--- config.mk ---
export PLATFORM = sky130hd
export DESIGN_NAME = ftc_mode_ctrl
export DESIGN_NICKNAME = d
export VERILOG_FILES = /design/src/ftc_pkg.sv /design/src/ftc_mode_ctrl.sv /design/src/ftc_wake_filt.sv
export SDC_FILE = /design/constraint.sdc
export NUM_CORES = 1
export LEC_CHECK = 0
export ABC_AREA = 1
export BUFFER_PORTS_ARGS = -buffer_cell sky130_fd_sc_hd__buf_2
export CORE_ASPECT_RATIO = 0.5
export CORE_MARGIN = 2
export CORE_UTILIZATION = 45
export CTS_CLUSTER_DIAMETER = 40
export CTS_CLUSTER_SIZE = 30
export DETAILED_ROUTE_END_ITERATION = 10
export GPL_ROUTABILITY_DRIVEN = 0
export PLACE_DENSITY = 0.82
export SYNTH_ARGS = -nofsm -noshare
export SYNTH_HDL_FRONTEND = slang
export SYNTH_SLANG_ARGS = --single-unit
--- constraint.sdc ---
create_clock -name i_clk_sys -period 1.85 [get_ports i_clk_sys]
set_input_delay 0.2775 -clock i_clk_sys [delete_from_list [all_inputs] [get_ports i_clk_sys]]
set_output_delay 0.2775 -clock i_clk_sys [all_outputs]
set_load 0.02 [all_outputs]
--- src/ftc_pkg.sv ---
/*
  Package for the fault-tolerant CAN mode and wake-up controller: register map,
  field positions, reset values, mode states and timing counts.
  Assumes a 100 MHz system clock.
*/
package ftc_pkg;

	// -------------------------------------------------------------
	// timing
	// -------------------------------------------------------------
	localparam int CLK_PERIOD_NS = 10;
	localparam int WAKE_MIN_NS   = 38000;
	// least time: round up
	localparam int WAKE_CYC      = (WAKE_MIN_NS + CLK_PERIOD_NS - 1) / CLK_PERIOD_NS;
	localparam int WAKE_CW       = 12;

	// -------------------------------------------------------------
	// register map (byte addresses)
	// -------------------------------------------------------------
	localparam logic [3:0] ADR_CTRL   = 4'h0;
	localparam logic [3:0] ADR_STATUS = 4'h4;

	// ctrl fields
	localparam int CTRL_POR_CLR   = 0;
	localparam int CTRL_LOCAL_EN  = 1;
	localparam int CTRL_BUS_EN    = 2;
	localparam logic [1:0] CTRL_EN_RST = 2'h3;

	// status fields
	localparam int ST_MODE_LSB  = 0;
	localparam int ST_WAKE      = 3;
	localparam int ST_POR       = 4;
	localparam int ST_FAIL_LSB  = 5;
	localparam int ST_INH       = 9;
	localparam int ST_HOLD_H    = 10;

	// -------------------------------------------------------------
	// failure classes
	// -------------------------------------------------------------
	localparam logic [3:0] FAIL_NONE      = 4'h0;
	localparam logic [3:0] FAIL_CANH_BATT = 4'h3;
	localparam logic [3:0] FAIL_CANL_GND  = 4'h4;
	localparam logic [3:0] FAIL_CANL_BATT = 4'h6;
	localparam logic [3:0] FAIL_CANL_CANH = 4'h7;
	localparam logic [3:0] FAIL_CANH_VCC  = 4'h8;

	// -------------------------------------------------------------
	// modes
	// -------------------------------------------------------------
	typedef enum logic [2:0] {
		MODE_NORMAL,
		MODE_GOTO_SLEEP,
		MODE_SLEEP,
		MODE_STANDBY,
		MODE_POR_STANDBY
	} ftc_mode_e;

endpackage

--- src/ftc_mode_ctrl.sv ---
/*
  Mode, wake-up and termination control of a fault-tolerant low-speed CAN
  transceiver, with a classic Wishbone register slave.
  Assumes all inputs synchronous to i_clk_sys; the failure class comes from
  an external detector, bus dominance from external comparators.

*/
// Added by the designer: the register addresses and register access over Wishbone.
`timescale 1ns/10ps
module ftc_mode_ctrl (
	// clock and reset
	input  wire logic        i_clk_sys,
	input  wire logic        i_rst,
	// wishbone slave
	input  wire logic        i_wb_cyc,
	input  wire logic        i_wb_stb,
	input  wire logic        i_wb_we,
	input  wire logic [3:0]  i_wb_adr,
	input  wire logic [3:0]  i_wb_sel,
	input  wire logic [31:0] i_wb_dat,
	output logic      [31:0] o_wb_dat,
	output logic             o_wb_ack,
	// host mode pins
	input  wire logic        i_power_mode_select,
	input  wire logic        i_enable,
	// analog front end status
	input  wire logic        i_vcc_ok,
	input  wire logic        i_battery_por,
	input  wire logic        i_canh_dom,
	input  wire logic        i_canl_dom,
	input  wire logic        i_local_wake_n,
	input  wire logic        i_rx_data,
	input  wire logic [3:0]  i_fail_class,
	input  wire logic        i_diff_restored,
	// host outputs
	output logic             o_rx_data,
	output logic             o_fault_wake_flag_n,
	// regulator inhibit
	output logic             o_regulator_inhibit_out,
	output logic             o_regulator_inhibit_oe_n,
	// terminations, drivers and low-power failure detection
	output logic             o_high_term_on,
	output logic             o_low_term_on,
	output logic             o_low_term_to_batt,
	output logic             o_low_term_pullup_current_on,
	output logic             o_high_term_pd_sw,
	output logic             o_low_term_pu_sw,
	output logic             o_canh_drv_en,
	output logic             o_canl_drv_en,
	output logic             o_lp_fail_detect_en
);

	// ------------------------------------------------------------
	// wake filters
	// ------------------------------------------------------------
	logic       lp_mode;
	logic       local_en_r;
	logic       bus_en_r;
	logic [2:0] wake_hit;
	logic       wake_any;

	ftc_wake_filt u_wake_canh (
		.i_clk_sys (i_clk_sys),
		.i_rst     (i_rst),
		.i_level   (i_canh_dom),
		.i_enable  (lp_mode & bus_en_r),
		.o_wake    (wake_hit[0])
	);

	ftc_wake_filt u_wake_canl (
		.i_clk_sys (i_clk_sys),
		.i_rst     (i_rst),
		.i_level   (i_canl_dom),
		.i_enable  (lp_mode & bus_en_r),
		.o_wake    (wake_hit[1])
	);

	ftc_wake_filt u_wake_local (
		.i_clk_sys (i_clk_sys),
		.i_rst     (i_rst),
		.i_level   (~i_local_wake_n),
		.i_enable  (lp_mode & local_en_r),
		.o_wake    (wake_hit[2])
	);

	assign wake_any = |wake_hit;

	// ------------------------------------------------------------
	// mode state and flags
	// ------------------------------------------------------------
	ftc_pkg::ftc_mode_e mode_r;
	ftc_pkg::ftc_mode_e mode_nxt;
	logic               inh_r;
	logic               inh_nxt;
	logic               wake_pend_r;
	logic               wake_pend_nxt;
	logic               por_r;
	logic               por_nxt;
	logic               hold_h_r;
	logic               hold_h_nxt;
	logic               por_clr;

	assign lp_mode = (mode_r != ftc_pkg::MODE_NORMAL);

	always_comb begin
		mode_nxt = mode_r;
		inh_nxt  = inh_r;
		case ({i_power_mode_select, i_enable})
			2'h3: begin
				mode_nxt = ftc_pkg::MODE_NORMAL;
				inh_nxt  = 1'b1;
			end
			2'h2: begin
				mode_nxt = ftc_pkg::MODE_POR_STANDBY;
				if (mode_r == ftc_pkg::MODE_STANDBY) begin
					inh_nxt = 1'b1;
				end else if (mode_r == ftc_pkg::MODE_SLEEP) begin
					inh_nxt = 1'b0;
				end
			end
			2'h1: begin
				mode_nxt = ftc_pkg::MODE_GOTO_SLEEP;
			end
			default: begin
				// sleep only when the go-to-sleep command came first
				if (mode_r == ftc_pkg::MODE_GOTO_SLEEP || mode_r == ftc_pkg::MODE_SLEEP) begin
					mode_nxt = ftc_pkg::MODE_SLEEP;
					inh_nxt  = 1'b0;
				end else begin
					mode_nxt = ftc_pkg::MODE_STANDBY;
					inh_nxt  = 1'b1;
				end
			end
		endcase
		// an accepted wake leaves sleep for standby
		if (wake_any) begin
			inh_nxt = 1'b1;
			if (mode_nxt == ftc_pkg::MODE_SLEEP) begin
				mode_nxt = ftc_pkg::MODE_STANDBY;
			end
		end
	end

	always_comb begin
		wake_pend_nxt = wake_pend_r;
		if (mode_nxt == ftc_pkg::MODE_NORMAL && mode_r != ftc_pkg::MODE_NORMAL) begin
			wake_pend_nxt = 1'b0;
		end
		// set wins over clear
		if (wake_any) begin
			wake_pend_nxt = 1'b1;
		end
		por_nxt = por_r;
		if (por_clr) begin
			por_nxt = 1'b0;
		end
		if (i_battery_por) begin
			por_nxt = 1'b1;
		end
		hold_h_nxt = hold_h_r;
		if (i_fail_class == ftc_pkg::FAIL_CANH_VCC) begin
			hold_h_nxt = 1'b1;
		end else if (i_diff_restored) begin
			hold_h_nxt = 1'b0;
		end
	end

	always_ff @(posedge i_clk_sys or posedge i_rst) begin
		if (i_rst) begin
			mode_r      <= ftc_pkg::MODE_STANDBY;
			inh_r       <= 1'b1;
			wake_pend_r <= 1'b0;
			por_r       <= 1'b1;
			hold_h_r    <= 1'b0;
		end else begin
			mode_r      <= mode_nxt;
			inh_r       <= inh_nxt;
			wake_pend_r <= wake_pend_nxt;
			por_r       <= por_nxt;
			hold_h_r    <= hold_h_nxt;
		end
	end

	// ------------------------------------------------------------
	// pin outputs
	// ------------------------------------------------------------
	logic [12:0] pin_r;
	logic [12:0] pin_nxt;
	logic        rx_n;
	logic        err_n;
	logic        hterm;
	logic        lterm;
	logic        lpull;
	logic        h_drv;
	logic        l_drv;
	logic        h_fault;
	logic        l_fault;

	always_comb begin
		// classes 3, 4, 7, 8 stay watched in every mode
		h_fault = (i_fail_class == ftc_pkg::FAIL_CANH_BATT)
			| (i_fail_class == ftc_pkg::FAIL_CANH_VCC);
		l_fault = (i_fail_class == ftc_pkg::FAIL_CANL_GND)
			| (i_fail_class == ftc_pkg::FAIL_CANL_CANH);
		if (mode_r == ftc_pkg::MODE_NORMAL) begin
			// classes 1, 2, 5, 9 leave everything on
			hterm = ~h_fault;
			lterm = ~l_fault & (i_fail_class != ftc_pkg::FAIL_CANL_BATT);
			lpull = 1'b0;
			h_drv = ~h_fault;
			l_drv = ~l_fault;
			rx_n  = i_rx_data;
			err_n = ~((i_fail_class != ftc_pkg::FAIL_NONE) | hold_h_r);
		end else begin
			// drivers are off whenever the link is not in normal mode
			hterm = ~h_fault;
			lterm = 1'b0;
			lpull = ~l_fault;
			h_drv = 1'b0;
			l_drv = 1'b0;
			// no logic supply: outputs idle high
			rx_n  = ~(wake_pend_r & i_vcc_ok);
			if (mode_r == ftc_pkg::MODE_POR_STANDBY) begin
				err_n = ~(por_r & i_vcc_ok);
			end else begin
				err_n = ~(wake_pend_r & i_vcc_ok);
			end
		end
		pin_nxt = {
			mode_r != ftc_pkg::MODE_SLEEP,
			mode_r != ftc_pkg::MODE_SLEEP,
			lp_mode,
			lp_mode,
			~inh_nxt,
			inh_nxt,
			err_n,
			rx_n,
			hterm,
			lterm,
			lpull,
			h_drv,
			l_drv
		};
	end

	always_ff @(posedge i_clk_sys or posedge i_rst) begin
		if (i_rst) begin
			pin_r <= 13'h1EE0;
		end else begin
			pin_r <= pin_nxt;
		end
	end

	assign o_high_term_pd_sw            = pin_r[12];
	assign o_low_term_pu_sw             = pin_r[11];
	assign o_lp_fail_detect_en          = pin_r[10];
	assign o_low_term_to_batt           = pin_r[9];
	assign o_regulator_inhibit_oe_n     = pin_r[8];
	assign o_regulator_inhibit_out      = pin_r[7];
	assign o_fault_wake_flag_n          = pin_r[6];
	assign o_rx_data                    = pin_r[5];
	assign o_high_term_on               = pin_r[4];
	assign o_low_term_on                = pin_r[3];
	assign o_low_term_pullup_current_on = pin_r[2];
	assign o_canh_drv_en                = pin_r[1];
	assign o_canl_drv_en                = pin_r[0];

	// ------------------------------------------------------------
	// wishbone slave
	// ------------------------------------------------------------
	logic        ack_r;
	logic        ack_nxt;
	logic [31:0] rdat_r;
	logic [31:0] rdat_nxt;
	logic        local_en_nxt;
	logic        bus_en_nxt;
	logic        wr_ctrl;
	logic        req;

	// one wait state: ack one cycle after the request, dropped the next
	assign req     = i_wb_cyc & i_wb_stb & ~ack_r;
	assign wr_ctrl = req & i_wb_we & i_wb_sel[0] & (i_wb_adr == ftc_pkg::ADR_CTRL);
	assign por_clr = wr_ctrl & i_wb_dat[ftc_pkg::CTRL_POR_CLR];

	always_comb begin
		ack_nxt      = req;
		local_en_nxt = local_en_r;
		bus_en_nxt   = bus_en_r;
		rdat_nxt     = '0;
		if (wr_ctrl) begin
			local_en_nxt = i_wb_dat[ftc_pkg::CTRL_LOCAL_EN];
			bus_en_nxt   = i_wb_dat[ftc_pkg::CTRL_BUS_EN];
		end
		if (req && !i_wb_we) begin
			case (i_wb_adr)
				ftc_pkg::ADR_CTRL: begin
					rdat_nxt[ftc_pkg::CTRL_LOCAL_EN] = local_en_r;
					rdat_nxt[ftc_pkg::CTRL_BUS_EN]   = bus_en_r;
				end
				ftc_pkg::ADR_STATUS: begin
					rdat_nxt[ftc_pkg::ST_MODE_LSB +: 3] = mode_r;
					rdat_nxt[ftc_pkg::ST_WAKE]          = wake_pend_r;
					rdat_nxt[ftc_pkg::ST_POR]           = por_r;
					rdat_nxt[ftc_pkg::ST_FAIL_LSB +: 4] = i_fail_class;
					rdat_nxt[ftc_pkg::ST_INH]           = inh_r;
					rdat_nxt[ftc_pkg::ST_HOLD_H]        = hold_h_r;
				end
				default: begin
					rdat_nxt = '0;
				end
			endcase
		end
	end

	always_ff @(posedge i_clk_sys or posedge i_rst) begin
		if (i_rst) begin
			ack_r      <= 1'b0;
			rdat_r     <= '0;
			local_en_r <= ftc_pkg::CTRL_EN_RST[0];
			bus_en_r   <= ftc_pkg::CTRL_EN_RST[1];
		end else begin
			ack_r      <= ack_nxt;
			rdat_r     <= rdat_nxt;
			local_en_r <= local_en_nxt;
			bus_en_r   <= bus_en_nxt;
		end
	end

	assign o_wb_ack = ack_r;
	assign o_wb_dat = rdat_r;

endmodule

--- src/ftc_wake_filt.sv ---
/*
  Wake-up duration filter: one-cycle pulse once the input has stayed active
  for the minimum wake time.
  Assumes the input is synchronous to i_clk_sys.
*/
`timescale 1ns/10ps
module ftc_wake_filt (
	// clock and reset
	input  wire logic i_clk_sys,
	input  wire logic i_rst,
	// level in, accepted pulse out
	input  wire logic i_level,
	input  wire logic i_enable,
	output logic      o_wake
);

	localparam logic [ftc_pkg::WAKE_CW-1:0] LIMIT = ftc_pkg::WAKE_CW'(ftc_pkg::WAKE_CYC);

	logic [ftc_pkg::WAKE_CW-1:0] cnt_r;
	logic [ftc_pkg::WAKE_CW-1:0] cnt_nxt;
	logic                        wake_r;
	logic                        wake_nxt;

	always_comb begin
		cnt_nxt  = cnt_r;
		wake_nxt = 1'b0;
		if (!i_level || !i_enable) begin
			// any return to inactive restarts the count
			cnt_nxt = '0;
		end else if (cnt_r < LIMIT) begin
			cnt_nxt = cnt_r + 1'b1;
		end else if (cnt_r == LIMIT) begin
			// fires once, strictly longer than the minimum
			cnt_nxt  = cnt_r + 1'b1;
			wake_nxt = 1'b1;
		end
	end

	always_ff @(posedge i_clk_sys or posedge i_rst) begin
		if (i_rst) begin
			cnt_r  <= '0;
			wake_r <= 1'b0;
		end else begin
			cnt_r  <= cnt_nxt;
			wake_r <= wake_nxt;
		end
	end

	assign o_wake = wake_r;

endmodule

==> flow_summary_export.csv <==
group,metric,value,unit
synth,ys_seq_elements,70,
finish,final_nets,652,
run,cap_violations,0,
power,swShare,24.5,%
floorplan,std_cell_rows,24,
placed_design,port_buffers,50,
routing,first_pass_iters,5,
global_routing,grt_util_met2,32.7,%
worst_setup_path,slowest_stage,"dfrtp_1",
timing,hold_viol,0,
worst_setup_path,slowest_delay,0.41,ns
power,p_seq_share,42.3,%
clocking,clk_transition_reported_paths,0.06,ns
clocking,cts_tree,"done",
worst_setup_path,cp.arrival,1.99,ns
power,max-vdd-ir-drop,0.000404,V
synth,syn_area_per_cell,7.55,sq um
timing,finClkSkew,0.00775,ns
clocking,holdBufCountCts,1,
clocking,cts_buffers,9,
floorplan,die_w,137,um
timing,drv_slew,0,
timing,setup-tns-final,0,ns
clocking,insertion_delay,0.33,ns
synth,yosys.cell_types.count,34,
routing,vias_per_cell,5.13,
power,p_per_area,810,nW/um^2
routing,wl_per_cell,12.3,um
finish,drive_gt1_share,17.5,%
timing,min_period,1.72,ns
synth,synth_cells,530,
global_routing,grt_pass1_vias,3379,
synth,synth_area,4000,sq um
floorplan,dieArea,9700,sq um
finish,syn2layout_area_growth,16.5,%
synth,synth_top_family_by_area,"simple AND/OR/NAND/NOR gates",
synth,synth_mux_area_share,0,%
floorplan,io_pins,104,
global_routing,grt_max_degree,53,
placed_design,dp_hpwl,5910,um
synth,synth_compound_area_share,3.22,%
synth,yosys.area_share.simple,36.2,%
timing,fmax,582,MHz
finish,final_area,4660,sq um
worst_setup_path,crit_path_max_fanout,7,
routing,ant_nets,0,
worst_setup_path,crit_family,"simple AND/OR/NAND/NOR gates",
clocking,cts_buffer_depth,2,
clocking,htree_levels,3,
global_routing,busiest_layer,"met2",
synth,synth_xor_area_share,2.41,%
global_routing,grt_antenna_before_repair,0,
worst_setup_path,start_kind,"flip-flop",
power,power_leakage,2.35,nW
power,power.internal,0.00285,W
placed_design,dpl_cell_area,4320,sq um
global_routing,grt_use_met3,3.66,%
power,clockPowerShare,50.2,%
synth,synth_warnings,0,
floorplan,core,8680,sq um
timing,finalCritPeriodShare,92.8,%
global_routing,grt_pass1_wl,15000,um
hold_path,min_path_type,"in -> reg",
synth,synth-seq-area-share,44.1,%
clocking,post_cts_resized,0,
routing,drc,0,
synth,yosys_most_used_dff,"dfrtp_1",
synth,synth_fa_ha_area_share,1.88,%
synth,ys_async_sr_fraction,100,%
clocking,cts_setup_buffers,0,
worst_setup_path,cp_data_required_time,2.12,ns
power,p_switching,0.000925,W
routing,drt_wl_total,8760,um
global_routing,gr-usage-met1,24.9,%
global_routing,track_usage,19.3,%
floorplan,die_h,70.7,um
global_routing,grt_overflow_total,0,
routing,first_iter_violations,284,
worst_setup_path,crit_chain,"inv_1 -> ha_1 -> nand3_1 -> nand3b_1 -> nand3_1 -> nand2_1 -> nand2_1",
timing,finalSetupViolations,0,
worst_setup_path,cp.buffers_inverters,1,
synth,synth_edf_count,0,
worst_setup_path,cp-end-kind,"flip-flop",
worst_setup_path,criticalPathCategory,"reg -> reg",
clocking,cts_sinks,70,
routing,via_count,3643,
timing,rsz0062_at_grt,"false",
clocking,root_buffer,"clkbuf_16",
floorplan,start_util,46.1,%
run_status,status,"finished clean",
finish,antenna_cells,0,
power,combPwrFrac,7.5,%
power,power.total,0.00377,W
placed cells by master, fill, tap and decap left out, drive strengths merged:
| cell type | n |
|---|---|
| inv | 64 |
| buf | 61 |
| dfstp | 10 |
| a211oi | 1 |
| o21bai | 1 |
| o22ai | 1 |
| a31oi | 2 |
| conb | 21 |
| nor3 | 19 |
| clkinvlp | 1 |
| nor3b | 1 |
| nor2 | 67 |
| and3 | 1 |
| bufinv | 2 |
| nand3b | 2 |
| clkbuf | 9 |
| nand3 | 48 |
| xnor2 | 3 |
| or2 | 1 |
| clkinv | 3 |
| o21ai | 11 |
| dlygate4sd3 | 1 |
| ha | 6 |
| dfrtp | 60 |
| a21oi | 8 |
| xor2 | 8 |
| nand2 | 149 |
| nand4 | 32 |
path summary, 6_finish.rpt:
check	startpoint	end	slack, ns	cells past startpoint
max in group asynchronous	i_rst	pin_r[5]	0.70	4
min in group asynchronous	i_rst	u_wake_canl.cnt_r[7]	0.51	3
hold / removal	i_power_mode_select	mode_r[0]	0.11	2
setup reg to reg	u_wake_canh.cnt_r[0]	u_wake_canh.cnt_r[3]	0.13	7
hold reg to reg	hold_h_r	pin_r[6]	0.43	1
setup / recovery	u_wake_canh.cnt_r[0]	u_wake_canh.cnt_r[3]	0.13	7
cell type report:
class / count / area (sq um)
fillers: 760 / 4020
multi-input cells: 382 / 1830
flip-flops and latches: 70 / 1760
repair buffers: 62 / 355
inverters: 63 / 240
clock buffers: 9 / 225
well taps: 117 / 146
clock inverters: 7 / 104
stage by stage:
stage / worst slack [ns] / utilization, % / instances / hold WS [ns]
after floorplan: 0.529 / - / 550 / 0.307
after global placement: 0.225 / 49.8 / 693 / 0.314
after detailed placement: 0.217 / 49.8 / 693 / 0.310
after CTS: 0.184 / 53.7 / 710 / 0.102
after global routing: 0.00840 / 53.7 / 710 / 0.107
final: 0.133 / 53.7 / 710 / 0.111
layer usage:
layer  vias up  part of all wire [%]
met4         0                   1.7
met3        19                   5.1
met5         -                     0
met2       132                    48
li1       1777                     -
met1      1715                    45
cells by family after synthesis:
logic type / after synthesis
compound gates: 24
fa+ha+maj: 6
xor+xnor: 11
other cells: 1
buf+inv: 98
flops: 70
simple gates: 320
flip-flops by register name, indices dropped and copies added, names as in the netlist, 3 cells and up:
register            cells
u_wake_local.cnt_r     12
o_wb_dat               11
pin_r                  11
u_wake_canl.cnt_r      12
u_wake_canh.cnt_r      12
mode_r                  3
synth_stat cells (3+ instances only):
library cell  count  share of area [%]
nand2_1         145                 14
o21ai_0          11                1.4
inv_1            59                5.5
nand3_1          47                5.9
inv_2             4               0.38
nand4_1          32                5.0
xor2_1            8                1.8
xnor2_1           3               0.66
buf_4            27                5.1
ha_1              6                1.9
dfstp_2          10                6.6
a21oi_1           8                1.0
nor3_1           18                2.3
nor2_1           62                5.8
dfrtp_1          60                 38
buf_2             6               0.75
power groups by stage:
stage | clock network [W] | registers (W) | logic, W
final | 0.00190 | 0.00160 | 0.000284
after global routing | 0.00199 | 0.00160 | 0.000316
after CTS | 0.00192 | 0.00160 | 0.000285
after detailed placement | 0 | 0.00162 | 0.000278
after global placement | 0 | 0.00162 | 0.000274
after floorplan | 0 | 0.00165 | 0.000192
Power figures use the tool's default switching activity.
